[config.mk]
export PLATFORM = sky130hd
export DESIGN_NAME = mpa_framer
export DESIGN_NICKNAME = d
export VERILOG_FILES = /design/src/mpa_fifo.v /design/src/mpa_framer.v
export VERILOG_INCLUDE_DIRS = /design/src
export SDC_FILE = /design/constraint.sdc
export NUM_CORES = 1
export LEC_CHECK = 0
export BUFFER_PORTS_ARGS = -buffer_cell sky130_fd_sc_hd__clkbuf_2
export CAP_MARGIN = 20
export CORE_UTILIZATION = 62
export DETAILED_ROUTE_END_ITERATION = 16
export GPL_TIMING_DRIVEN = 0
export PLACE_DENSITY = 0.8
export SYNTH_ARGS = -nofsm -noshare
export SYNTH_HDL_FRONTEND = slang
export SYNTH_HIERARCHICAL = 1
export SYNTH_SLANG_ARGS = --single-unit
[constraint.sdc]
create_clock -name clk -period 9.26 [get_ports clk]
set_clock_uncertainty 0.1 [all_clocks]
set_input_delay 0.926 -clock clk [delete_from_list [all_inputs] [get_ports clk]]
set_output_delay 0.926 -clock clk [all_outputs]
set_load 0.02 [all_outputs]
[src/mpa_regs.vh]
// constants for the aggregated payload and element framer
// ***************************************************************
// Notes on behaviour
// ***************************************************************
`ifndef MPA_REGS_VH
`define MPA_REGS_VH
`define MPA_ALIGN_MASK 16'h0003
`define MPA_HDR_FIXED 16'h0002
`define MPA_MAX_PAYLOAD 16'h0800
`define MPA_MAX_UNITS 4'h8
`define MPA_FIFO_DEPTH 16
`define MPA_APP_SPECIFIC 8'hff
`define MPA_APP_ORG_OCTETS 8'h02
`endif

[src/mpa_fifo.v]
// octet fifo with registered read data
`timescale 1ns/100ps
module mpa_fifo #(
  parameter WIDTH = 8,
  parameter DEPTH = 16,
  parameter AW = 4
) (
  input wire clk,
  input wire rst,
  input wire inValid,
  output wire inReady,
  input wire [WIDTH-1:0] inData,
  output reg outValid,
  input wire outReady,
  output reg [WIDTH-1:0] outData
);
  reg [WIDTH-1:0] mem [0:DEPTH-1];
  reg [AW-1:0] wrPtr;
  reg [AW-1:0] rdPtr;
  reg [AW:0] count;
  wire push;
  wire pop;

  assign inReady = (count != DEPTH[AW:0]);
  assign push = inValid && inReady;
  // output stage refills whenever it is empty or being drained
  assign pop = (count != {(AW+1){1'b0}}) && (!outValid || outReady);

  always @(posedge clk) begin
    if (push) begin
      mem[wrPtr] <= inData;
    end
  end

  always @(posedge clk or posedge rst) begin
    if (rst) begin
      wrPtr <= {AW{1'b0}};
      rdPtr <= {AW{1'b0}};
      count <= {(AW+1){1'b0}};
      outValid <= 1'b0;
      outData <= {WIDTH{1'b0}};
    end else begin
      if (push) begin
        wrPtr <= wrPtr + 1'b1;
      end
      if (pop) begin
        rdPtr <= rdPtr + 1'b1;
        outData <= mem[rdPtr];
        outValid <= 1'b1;
      end else if (outReady) begin
        outValid <= 1'b0;
      end
      count <= count + {{AW{1'b0}}, push} - {{AW{1'b0}}, pop};
    end
  end
endmodule // mpa_fifo

[src/mpa_framer.v]
// aggregated payload builder/parser and information element framer
`timescale 1ns/100ps
`include "mpa_regs.vh"
module mpa_framer (
  input wire clk,
  input wire rst,
  input wire lenValid,
  output wire lenReady,
  input wire [15:0] lenData,
  output reg lenRejected,
  input wire aggStart,
  input wire ieTxStart,
  input wire [7:0] ieTxType,
  input wire [7:0] ieTxLen,
  input wire [15:0] ieTxOrg,
  output reg ieTxRefused,
  input wire unitValid,
  output wire unitReady,
  input wire [7:0] unitData,
  output wire txBusy,
  output reg txValid,
  input wire txReady,
  output reg [7:0] txData,
  output reg txLast,
  input wire rxIeMode,
  input wire rxValid,
  input wire [7:0] rxData,
  input wire rxLast,
  output reg rxOutValid,
  output reg [7:0] rxOutData,
  output reg rxOutLast,
  output reg [2:0] rxOutIdx,
  output reg ieStart,
  output reg [7:0] ieType,
  output reg [7:0] ieLength,
  output reg orgSpecValid,
  output reg [15:0] orgSpec,
  output reg rxError
);
  // ***************************************************************
  // helpers
  // ***************************************************************
  function [15:0] align4;
    input [15:0] v;
    begin
      align4 = (v + `MPA_ALIGN_MASK) & ~`MPA_ALIGN_MASK;
    end
  endfunction

  function knownType;
    input [7:0] t;
    begin
      knownType = (t <= 8'h02) || (t >= 8'h08 && t <= 8'h18) ||
        (t == 8'hfa) || (t == 8'hfb) || (t == `MPA_APP_SPECIFIC);
    end
  endfunction

  localparam TX_IDLE = 3'h0;
  localparam TX_HDR = 3'h1;
  localparam TX_PAD = 3'h2;
  localparam TX_UNIT = 3'h3;
  localparam TX_ILEN = 3'h4;
  localparam TX_IORG0 = 3'h5;
  localparam TX_IORG1 = 3'h6;

  // ***************************************************************
  // unit octet buffer
  // ***************************************************************
  wire fifoValid;
  wire fifoReady;
  wire [7:0] fifoData;
  mpa_fifo #(.WIDTH(8), .DEPTH(`MPA_FIFO_DEPTH), .AW(4)) unitFifo (
    .clk(clk),
    .rst(rst),
    .inValid(unitValid),
    .inReady(unitReady),
    .inData(unitData),
    .outValid(fifoValid),
    .outReady(fifoReady),
    .outData(fifoData)
  );

  // ***************************************************************
  // length table and size budget
  // ***************************************************************
  reg [15:0] lenTab [0:7];
  reg [3:0] lenCount;
  reg [15:0] sumAligned;
  reg [2:0] txState;
  wire [15:0] candHdr = `MPA_HDR_FIXED + {11'h000, lenCount, 1'b0} + 16'h0002;
  // one spare bit so a huge length cannot wrap back under the limit
  wire [16:0] candTotal = {1'b0, align4(candHdr)} + {1'b0, sumAligned} + {1'b0, lenData};
  wire lenTake = lenValid && lenReady;
  // each accepted length is budgeted as if it were the last, others padded
  wire lenFits = (lenData != 16'h0000) && (candTotal <= {1'b0, `MPA_MAX_PAYLOAD});

  assign lenReady = (txState == TX_IDLE) && (lenCount < `MPA_MAX_UNITS);
  assign txBusy = (txState != TX_IDLE);

  // ***************************************************************
  // transmit sequencing
  // ***************************************************************
  reg [15:0] txOff;
  reg [15:0] rem;
  reg [3:0] unitIdx;
  reg ieMode;
  wire load = !txValid || txReady;
  wire [15:0] nextOff = txOff + 16'h0001;
  wire [15:0] hdrEnd = `MPA_HDR_FIXED + {11'h000, lenCount, 1'b0};
  wire [3:0] hdrSel = txOff[4:1] - 4'h1;
  wire lastUnit = (unitIdx + 4'h1 == lenCount);
  wire emitUnit = (txState == TX_UNIT) && load && fifoValid;
  assign fifoReady = (txState == TX_UNIT) && load;

  always @(posedge clk or posedge rst) begin
    if (rst) begin
      txState <= TX_IDLE;
      txValid <= 1'b0;
      txData <= 8'h00;
      txLast <= 1'b0;
      txOff <= 16'h0000;
      rem <= 16'h0000;
      unitIdx <= 4'h0;
      ieMode <= 1'b0;
      lenCount <= 4'h0;
      sumAligned <= 16'h0000;
      lenRejected <= 1'b0;
      ieTxRefused <= 1'b0;
    end else begin
      lenRejected <= lenTake && !lenFits;
      ieTxRefused <= 1'b0;
      if (lenTake && lenFits) begin
        lenTab[lenCount[2:0]] <= lenData;
        lenCount <= lenCount + 4'h1;
        sumAligned <= sumAligned + align4(lenData);
      end
      if (txReady) begin
        txValid <= 1'b0;
      end
      case (txState)
        TX_IDLE: begin
          txOff <= 16'h0000;
          unitIdx <= 4'h0;
          if (aggStart && lenCount != 4'h0) begin
            ieMode <= 1'b0;
            txState <= TX_HDR;
          end else if (ieTxStart && !knownType(ieTxType)) begin
            ieTxRefused <= 1'b1;
          end else if (ieTxStart && load) begin
            ieMode <= 1'b1;
            txValid <= 1'b1;
            txData <= ieTxType;
            txLast <= 1'b0;
            txState <= TX_ILEN;
          end
        end
        TX_HDR: if (load) begin
          txValid <= 1'b1;
          txLast <= 1'b0;
          txOff <= nextOff;
          if (txOff == 16'h0000) begin
            txData <= {4'h0, lenCount};
          end else if (txOff == 16'h0001) begin
            txData <= 8'h00;
          end else if (!txOff[0]) begin
            txData <= lenTab[hdrSel[2:0]][7:0];
          end else begin
            txData <= lenTab[hdrSel[2:0]][15:8];
          end
          if (nextOff == hdrEnd) begin
            rem <= lenTab[0];
            txState <= (nextOff[1:0] != 2'b00) ? TX_PAD : TX_UNIT;
          end
        end
        TX_PAD: if (load) begin
          txValid <= 1'b1;
          txData <= 8'h00;
          txOff <= nextOff;
          if (nextOff[1:0] == 2'b00) begin
            txState <= TX_UNIT;
          end
        end
        TX_UNIT: if (emitUnit) begin
          txValid <= 1'b1;
          txData <= fifoData;
          txOff <= nextOff;
          rem <= rem - 16'h0001;
          txLast <= (rem == 16'h0001) && (ieMode || lastUnit);
          if (rem == 16'h0001) begin
            if (ieMode || lastUnit) begin
              // an element body must not discard lengths stored for a frame
              if (!ieMode) begin
                lenCount <= 4'h0;
                sumAligned <= 16'h0000;
              end
              txState <= TX_IDLE;
            end else begin
              unitIdx <= unitIdx + 4'h1;
              rem <= lenTab[unitIdx[2:0] + 3'h1];
              txState <= (nextOff[1:0] != 2'b00) ? TX_PAD : TX_UNIT;
            end
          end
        end
        TX_ILEN: if (load) begin
          txValid <= 1'b1;
          if (ieTxType == `MPA_APP_SPECIFIC) begin
            txData <= ieTxLen + `MPA_APP_ORG_OCTETS;
            txState <= TX_IORG0;
          end else begin
            txData <= ieTxLen;
            rem <= {8'h00, ieTxLen};
            txLast <= (ieTxLen == 8'h00);
            txState <= (ieTxLen == 8'h00) ? TX_IDLE : TX_UNIT;
          end
        end
        TX_IORG0: if (load) begin
          txValid <= 1'b1;
          txData <= ieTxOrg[7:0];
          txState <= TX_IORG1;
        end
        TX_IORG1: if (load) begin
          txValid <= 1'b1;
          txData <= ieTxOrg[15:8];
          rem <= {8'h00, ieTxLen};
          txLast <= (ieTxLen == 8'h00);
          txState <= (ieTxLen == 8'h00) ? TX_IDLE : TX_UNIT;
        end
        default: txState <= TX_IDLE;
      endcase
    end
  end

  // ***************************************************************
  // receive parsing
  // ***************************************************************
  localparam RX_IDLE = 3'h0;
  localparam RX_RSV = 3'h1;
  localparam RX_LEN = 3'h2;
  localparam RX_PAD = 3'h3;
  localparam RX_BODY = 3'h4;
  localparam RX_ILEN = 3'h5;
  localparam RX_IORG = 3'h6;
  localparam RX_SKIP = 3'h7;

  reg [2:0] rxState;
  reg [15:0] rxOff;
  reg [15:0] rxRem;
  reg [15:0] rxLenTab [0:7];
  reg [3:0] rxCount;
  reg [3:0] rxIdx;
  reg rxIe;
  reg rxOrgHi;
  wire [15:0] rxNextOff = rxOff + 16'h0001;
  wire [3:0] rxSel = rxOff[4:1] - 4'h1;
  wire [15:0] rxHdrEnd = `MPA_HDR_FIXED + {11'h000, rxCount, 1'b0};

  always @(posedge clk or posedge rst) begin
    if (rst) begin
      rxState <= RX_IDLE;
      rxOff <= 16'h0000;
      rxRem <= 16'h0000;
      rxCount <= 4'h0;
      rxIdx <= 4'h0;
      rxIe <= 1'b0;
      rxOrgHi <= 1'b0;
      rxOutValid <= 1'b0;
      rxOutData <= 8'h00;
      rxOutLast <= 1'b0;
      rxOutIdx <= 3'h0;
      ieStart <= 1'b0;
      ieType <= 8'h00;
      ieLength <= 8'h00;
      orgSpecValid <= 1'b0;
      orgSpec <= 16'h0000;
      rxError <= 1'b0;
    end else begin
      rxOutValid <= 1'b0;
      rxOutLast <= 1'b0;
      ieStart <= 1'b0;
      orgSpecValid <= 1'b0;
      rxError <= 1'b0;
      if (rxValid) begin
        rxOff <= rxLast ? 16'h0000 : rxNextOff;
        case (rxState)
          RX_IDLE: begin
            rxIdx <= 4'h0;
            rxIe <= rxIeMode;
            if (rxIeMode) begin
              ieType <= rxData;
              rxState <= RX_ILEN;
            end else begin
              rxCount <= (rxData[7:0] > 8'h08) ? `MPA_MAX_UNITS : rxData[3:0];
              rxError <= (rxData[7:0] > 8'h08) || (rxData == 8'h00);
              rxState <= RX_RSV;
            end
          end
          RX_RSV: rxState <= RX_LEN;
          RX_LEN: begin
            if (!rxOff[0]) begin
              rxLenTab[rxSel[2:0]][7:0] <= rxData;
            end else begin
              rxLenTab[rxSel[2:0]][15:8] <= rxData;
            end
            if (rxNextOff == rxHdrEnd) begin
              rxState <= RX_PAD;
            end
          end
          RX_PAD: if (rxOff[1:0] == 2'b00) begin
            // alignment alone decides pad length, never the length field
            rxRem <= rxLenTab[rxIdx[2:0]] - 16'h0001;
            rxOutValid <= 1'b1;
            rxOutData <= rxData;
            rxOutIdx <= rxIdx[2:0];
            rxOutLast <= (rxLenTab[rxIdx[2:0]] == 16'h0001);
            rxState <= (rxLenTab[rxIdx[2:0]] == 16'h0001) ? RX_PAD : RX_BODY;
            if (rxLenTab[rxIdx[2:0]] == 16'h0001) begin
              rxIdx <= rxIdx + 4'h1;
            end
          end
          RX_BODY: begin
            rxOutValid <= 1'b1;
            rxOutData <= rxData;
            rxOutLast <= (rxRem == 16'h0001);
            rxRem <= rxRem - 16'h0001;
            if (rxRem == 16'h0001) begin
              rxIdx <= rxIdx + 4'h1;
              rxState <= rxIe ? RX_IDLE : RX_PAD;
            end
          end
          RX_ILEN: begin
            ieLength <= rxData;
            rxRem <= {8'h00, rxData};
            ieStart <= knownType(ieType);
            if (!knownType(ieType)) begin
              rxState <= (rxData == 8'h00) ? RX_IDLE : RX_SKIP;
            end else if (ieType == `MPA_APP_SPECIFIC) begin
              rxOrgHi <= 1'b0;
              rxError <= (rxData < `MPA_APP_ORG_OCTETS);
              rxState <= (rxData < `MPA_APP_ORG_OCTETS) ? RX_SKIP : RX_IORG;
            end else begin
              rxState <= (rxData == 8'h00) ? RX_IDLE : RX_BODY;
            end
          end
          RX_IORG: begin
            rxOrgHi <= 1'b1;
            rxRem <= rxRem - 16'h0001;
            if (!rxOrgHi) begin
              orgSpec[7:0] <= rxData;
            end else begin
              orgSpec[15:8] <= rxData;
              orgSpecValid <= 1'b1;
              rxState <= (rxRem == 16'h0001) ? RX_IDLE : RX_BODY;
            end
          end
          RX_SKIP: begin
            rxRem <= rxRem - 16'h0001;
            if (rxRem <= 16'h0001) begin
              rxState <= RX_IDLE;
            end
          end
          default: rxState <= RX_IDLE;
        endcase
        if (rxLast) begin
          // a frame may end only after its last whole unit or a whole element
          rxState <= RX_IDLE;
          if (!((rxState == RX_BODY && rxRem == 16'h0001 && (rxIe || rxIdx + 4'h1 == rxCount)) ||
                (rxState == RX_PAD && rxOff[1:0] == 2'b00 && rxLenTab[rxIdx[2:0]] == 16'h0001 &&
                 rxIdx + 4'h1 == rxCount) ||
                (rxIe && rxState == RX_IORG && rxOrgHi && rxRem == 16'h0001) ||
                (rxIe && rxState == RX_SKIP && rxRem <= 16'h0001) ||
                (rxIe && rxState == RX_ILEN && rxData == 8'h00))) begin
            rxError <= 1'b1;
          end
        end
      end
    end
  end
endmodule // mpa_framer

## Word-level counts from Yosys, hierarchy flattened

Memories as Yosys holds them, arrays and structs flattened. A register that Yosys moved wholly into a read port is not among the register bits.
Index checks and enable logic that the tools add are counted.

| cells by class | value |
|---|---|
| $add $sub $neg | 24 |
| magnitude comparators | 11 |
| equality and inequality tests | 56 |
| multiplexer cells | 142 |
| bitwise logic cells | 2 |
| reduce and logical (&&, ||, !) cells | 97 |

Operators with widths:

| cell | number |
|---|---|
| 16-bit two-way mux | 18 |
| 8-bit two-way mux | 14 |
| 16-bit case mux with 3 select lines | 2 |
| 3-bit two-way mux | 26 |
| 16-bit by 1-bit == test with 1-bit output, second input constant | 4 |
| 16-bit case mux with 4 select lines | 1 |
| 8-bit case mux with 7 select lines | 1 |
| 1-bit two-way mux | 53 |
| 4-bit two-way mux | 13 |
| 16-bit by 2-bit adder with 16-bit output, second input constant | 3 |
| 8-bit == test, second input constant | 6 |
| 16-bit by 1-bit subtractor with 16-bit output, second input constant | 3 |
| 2-bit inequality test, second input constant | 18 |
| 16-bit by 1-bit adder with 16-bit output, second input constant | 2 |
| 16-bit by 6-bit == test with 1-bit output | 2 |
| 1-bit logical AND | 30 |
| 3-bit AND reduction | 9 |
| 3-bit case mux with 8 select lines | 1 |
| 3-bit == test, second input constant | 7 |
| 3-bit case mux with 7 select lines | 1 |
| 4-bit by 1-bit adder with 4-bit output, second input constant | 5 |
| 3-bit inequality test, second input constant | 6 |
| 16-bit by 16-bit adder with 17-bit output | 1 |
| 17-bit by 16-bit adder with 17-bit output | 1 |
| 52 further kinds | 105 |

| storage, ports and cells | value |
|---|---|
| bits in registers | 179 |
| RAM bits | 384 |
| bits of input ports | 74 |
| output and inout port bits | 63 |
| memories | 3 |

Memories:

| name | depth | width | read ports | clocked after Yosys merged registers in | wr ports | RTL line | text |
|---|---|---|---|---|---|---|---|
| lenTab | 8 | 16 | 3 | 0 | 1 | mpa_framer.v:86 | `reg [15:0] lenTab [0:7];` |
| rxLenTab | 8 | 16 | 1 | 0 | 1 | mpa_framer.v:248 | `reg [15:0] rxLenTab [0:7];` |
| unitFifo.mem | 16 | 8 | 1 | 1 | 1 | mpa_fifo.v:17 | `reg [WIDTH-1:0] mem [0:DEPTH-1];` |

## Longest topological paths before layout

| logic depth | value |
|---|---|
| depth in word-level cells | 14 |
| mapped depth | 18 |
| depth with buffers taken out | 16 |

## By module

Netlist, hierarchy kept.

By module, submodules not included:

| module | times used | cells an instance | area an instance (µm²) | sequential area each (µm²) |
|---|---|---|---|---|
| mpa_framer | 1 | 1971 | 22944.5 | 11766.3 |
| mpa_fifo | 1 | 311 | 6168.4 | 4394.2 |

## Least setup slack after synthesis

No wires, ideal clock.

| path | value |
|---|---|
| path kind | reg-to-reg |
| start point | register lenCount[0] |
| end point | memory lenTab[0][0], enable pin |
| data arrival time | 5922 ps |
| setup slack | 2802 ps |
| cell stages (with the launch flop) | 17 |
| period minus slack after synthesis | 6458 ps |
| path through | dfrtp_1 > clkbuf_1 > inv_1 > ha_1 > ha_1 > xor2_1 > fa_1 > inv_1 > ha_1 > a211oi_1 > nor2_1 > nor3_1 > o2111a_1 > a41oi_1 > a2111oi_4 > nand2_1 > nor4b_1 |

| between the ends | value |
|---|---|
| cells in the longest elaborated chain, start to end | 11 |
| elaborated cells on any way between the ends | 14 |

RTL lines:

| what | RTL line | text |
|---|---|---|
| start, declared | mpa_framer.v:87 | `reg [3:0] lenCount;` |
| start signal, assigned | mpa_framer.v:134 | `lenCount <= lenCount + 4'h1;` |
| 2-bit by 5-bit adder with 6-bit output (no line) | -- |  |
| 16-bit by 2-bit adder with 16-bit output (no line) (2 in series) | -- |  |
| 16-bit by 16-bit adder with 17-bit output | mpa_framer.v:92 | `wire [16:0] candTotal = {1'b0, align4(candHdr)} + {1'b0, sumAligned} + {1'b0, lenData};` |
| 17-bit by 16-bit adder with 17-bit output | mpa_framer.v:92 |  |
| 17-bit by 12-bit less-or-equal comparator with 1-bit output | mpa_framer.v:95 | `` wire lenFits = (lenData != 16'h0000) && (candTotal <= {1'b0, `MPA_MAX_PAYLOAD}); `` |
| 1-bit logical AND | mpa_framer.v:95 |  |
| 1-bit logical AND | mpa_framer.v:132 | `if (lenTake && lenFits) begin` |
| 1-bit two-way mux | mpa_framer.v:132 |  |
| 1-bit logical AND (implied by the code) | mpa_framer.v:133 | `lenTab[lenCount[2:0]] <= lenData;` |
| 1-bit two-way mux (implied by the code) | mpa_framer.v:133 |  |
| end, declared | mpa_framer.v:86 |  |

Several ways; a longest one is shown, not always the timed one.

## Worst setup path in the final report

| path | value |
|---|---|
| start point | register lenCount[1] |
| end point | memory lenTab[2][11], enable pin |

The elaborated chain is that of the path after synthesis.

==> reports/qor.yml <==
setup_path:
  cp.arrival_ps: 7840
  critPathCaptureType: "flip-flop"
  cp_max_fo: 10
  cp-start-kind: "flip-flop"
  worstSetupPathType: "reg2reg"
  worstPathRequired_ps: 9480
  reg2reg_depth: 17
clock_tree:
  cts_sinks: 569
  postCtsSetupRepairBufs: 0
  ctsHoldBuffers: 0
  cts_tree: "done"
  clk_latency_ps: 640
  ctsResizeCount: 0
  htreeDepth: 2
  cts.path.max_buffers: 3
  cts-buffers-inserted: 58
  cts-root-buf: "clkbuf_16"
  clk_pin_slew_ps: 60
grt:
  grt_pass1_wl_um: 121000
  gr-usage-all-layers_pct: 33.5
  antenna_found_initial: 1
  grt_overflow: 0
  grt_max_degree: 90
  grt_pass1_vias: 20861
drt:
  route.detailed.drc: 0
  routed_wl_um: 79400
  vias: 21197
  final_antenna_net_count: 0
  routedWlPerCell_um: 25.1
  drt_iter0_markers: 2445
  firstDrtPassIters: 5
  viasPerCell: 6.70
sta:
  min_period_over_period_pct: 82.2
  hold_viol: 0
  tightestPinTransition_ps: 1090
  fin_crit_ps: 7620
  relSlewSlack_pct: 26.4
  final_max_slew_viol_count: 0
  grt_setup_unrepaired: "false"
  setup_tns_ps: 0
  setup_violations: 0
  max_clock_freq_mhz: 131
placement:
  place_area_um2: 30800
  portBuffers: 135
  globalplace.congestion: 0.936
  hpwlAfterDp_um: 55500
pwr:
  vdd_ir_drop_max_v: 0.000215
  power_mw: 9.30
  p_leak_nw: 12.4
  power_density_nw_per_um2: 283
floorplanning:
  chipWidth_um: 219
  rows: 79
  dieHeight_um: 219
  initial_utilization_pct: 62.7
  die_area_um2: 47800
  coreArea_um2: 46500
  io_pins: 137
finish:
  layout-drive-gt1-share_pct: 17.7
  regArea_um2: 16200
  nFillCells: 3075
  nets: 2656
  multiInputGateArea_um2: 12100
  n_antenna_cell: 0
  postLayoutCellArea_um2: 32900
  syn_to_final_growth_pct: 13.1
status:
  outcome: "completed"
logic_synthesis:
  synth_warnings: 6
  synth-edff-count: 384
  synth_flop_cell: "edfxtp_1"
  syn_area_um2: 29100
  async_flop_share_pct: 32.5
  yosysSeqAreaShare_pct: 55.5
  yosys-top-cells-area: "edfxtp_1, dfrtp_1, mux4_2"
  synthTopCellsByCount: "edfxtp_1, nand2_1, dfrtp_1"
  synth_area_per_cell_um2: 12.8
  synth.largest_area_cell: "edfxtp_1"
  syn_inst: 2282
  synthDistinctLibCells: 92
  synth_most_common_cell: "edfxtp_1"
  ys_ff_latch: 569
  synth_nets: 2433
  yosysTopAreaCellShare_pct: 39.6
job:
  maxCapViolCount: 0
worst_hold_path:
  hold_depth: 1
  hold_class: "reg2reg"
-- metal layers --
layer,up-vias,wire length (um),track usage (%)
li1,9183,-,-
met1,10449,29800,44.0
met2,1335,38500,54.8
met3,228,7620,5.61
met4,2,3450,15.0
met5,-,11,0
-- path summary, 6_finish.rpt --
check,end,start,slack (ps)
worst max-delay path,lenTab[2][11],lenCount[1],1640
worst min-delay path,unitFifo/outData[1],unitFifo/outData[1],370
worst max register to register,lenTab[2][11],lenCount[1],1640
worst min register to register,unitFifo/outData[1],unitFifo/outData[1],370
max in group asynchronous,rxCount[2],rst,7300
min in group asynchronous,unitFifo/outValid,rst,510
-- per-stage QoR --
step                hold WS [ps]  utilization [%]  setup WS, ps  instances
floorplan                    344                -          2800       2282
global placement             355             65.8           354       3024
detailed placement           362             66.4          1880       3050
CTS                          376             70.8          1800       3160
global route                 398             70.9          1480       3162
finish                       374             70.9          1640       3162
-- area by class of cell --
cell class                 instances  share of cell area [%]
sequential                       569                    49.1
buffer                           119                    1.75
multi-input combinational       1510                    36.9
clock buffer                      81                    4.89
clock inverter                    29                    1.32
timing repair buffer             163                    2.80
inverter                          84                   0.981
tap                              607                    2.31
-- cells in the final DEF (no fill, tap or decap), types with 78 or more instances in the layout --
cell type  count
a21oi_1       85
clkbuf_1      98
clkbuf_2     136
dfrtp_1      185
edfxtp_1     384
inv_1         78
mux4_2       107
nand2_1      221
nor2_1       145
o21ai_0       83
-- cell families after synthesis --
family          synth area share [%]
fa+ha+maj                       3.52
simple gates                    11.1
flops                           55.5
buf+inv                         3.06
compound gates                  9.76
mux                             13.3
xor+xnor                        3.67
other cells                   0.0129
-- where the power goes --
part	internal (mW)	switching, mW
logic	1.44	2.07
registers	3.04	0.250
clock network	1.50	1.01
total	5.97	3.33
-- registers in the layout (all words and copies together), names as in the netlist, 8 cells and up --
register	flops
ieLength	8
ieType	8
lenTab	128
orgSpec	16
rem	16
rxLenTab	128
rxOff	16
rxOutData	8
rxRem	16
sumAligned	14
txData	8
txOff	16
unitFifo/mem	128
unitFifo/outData	8
-- worst max-delay path: stages, from the launching register on --
cell       delay, ps
dfrtp_1          370
clkbuf_1         460
inv_1            290
ha_1             570
ha_1             270
nor3b_1          360
fa_1             480
ha_1             420
nand3_1          110
o2111ai_1        450
o31a_1           260
xnor2_1          140
a41oi_1          240
a2111oi_4        850
nand2_1          520
nor4b_2          900
buf_4            300
buf_4            190
Note: power is estimated with default switching activity, not from simulation.
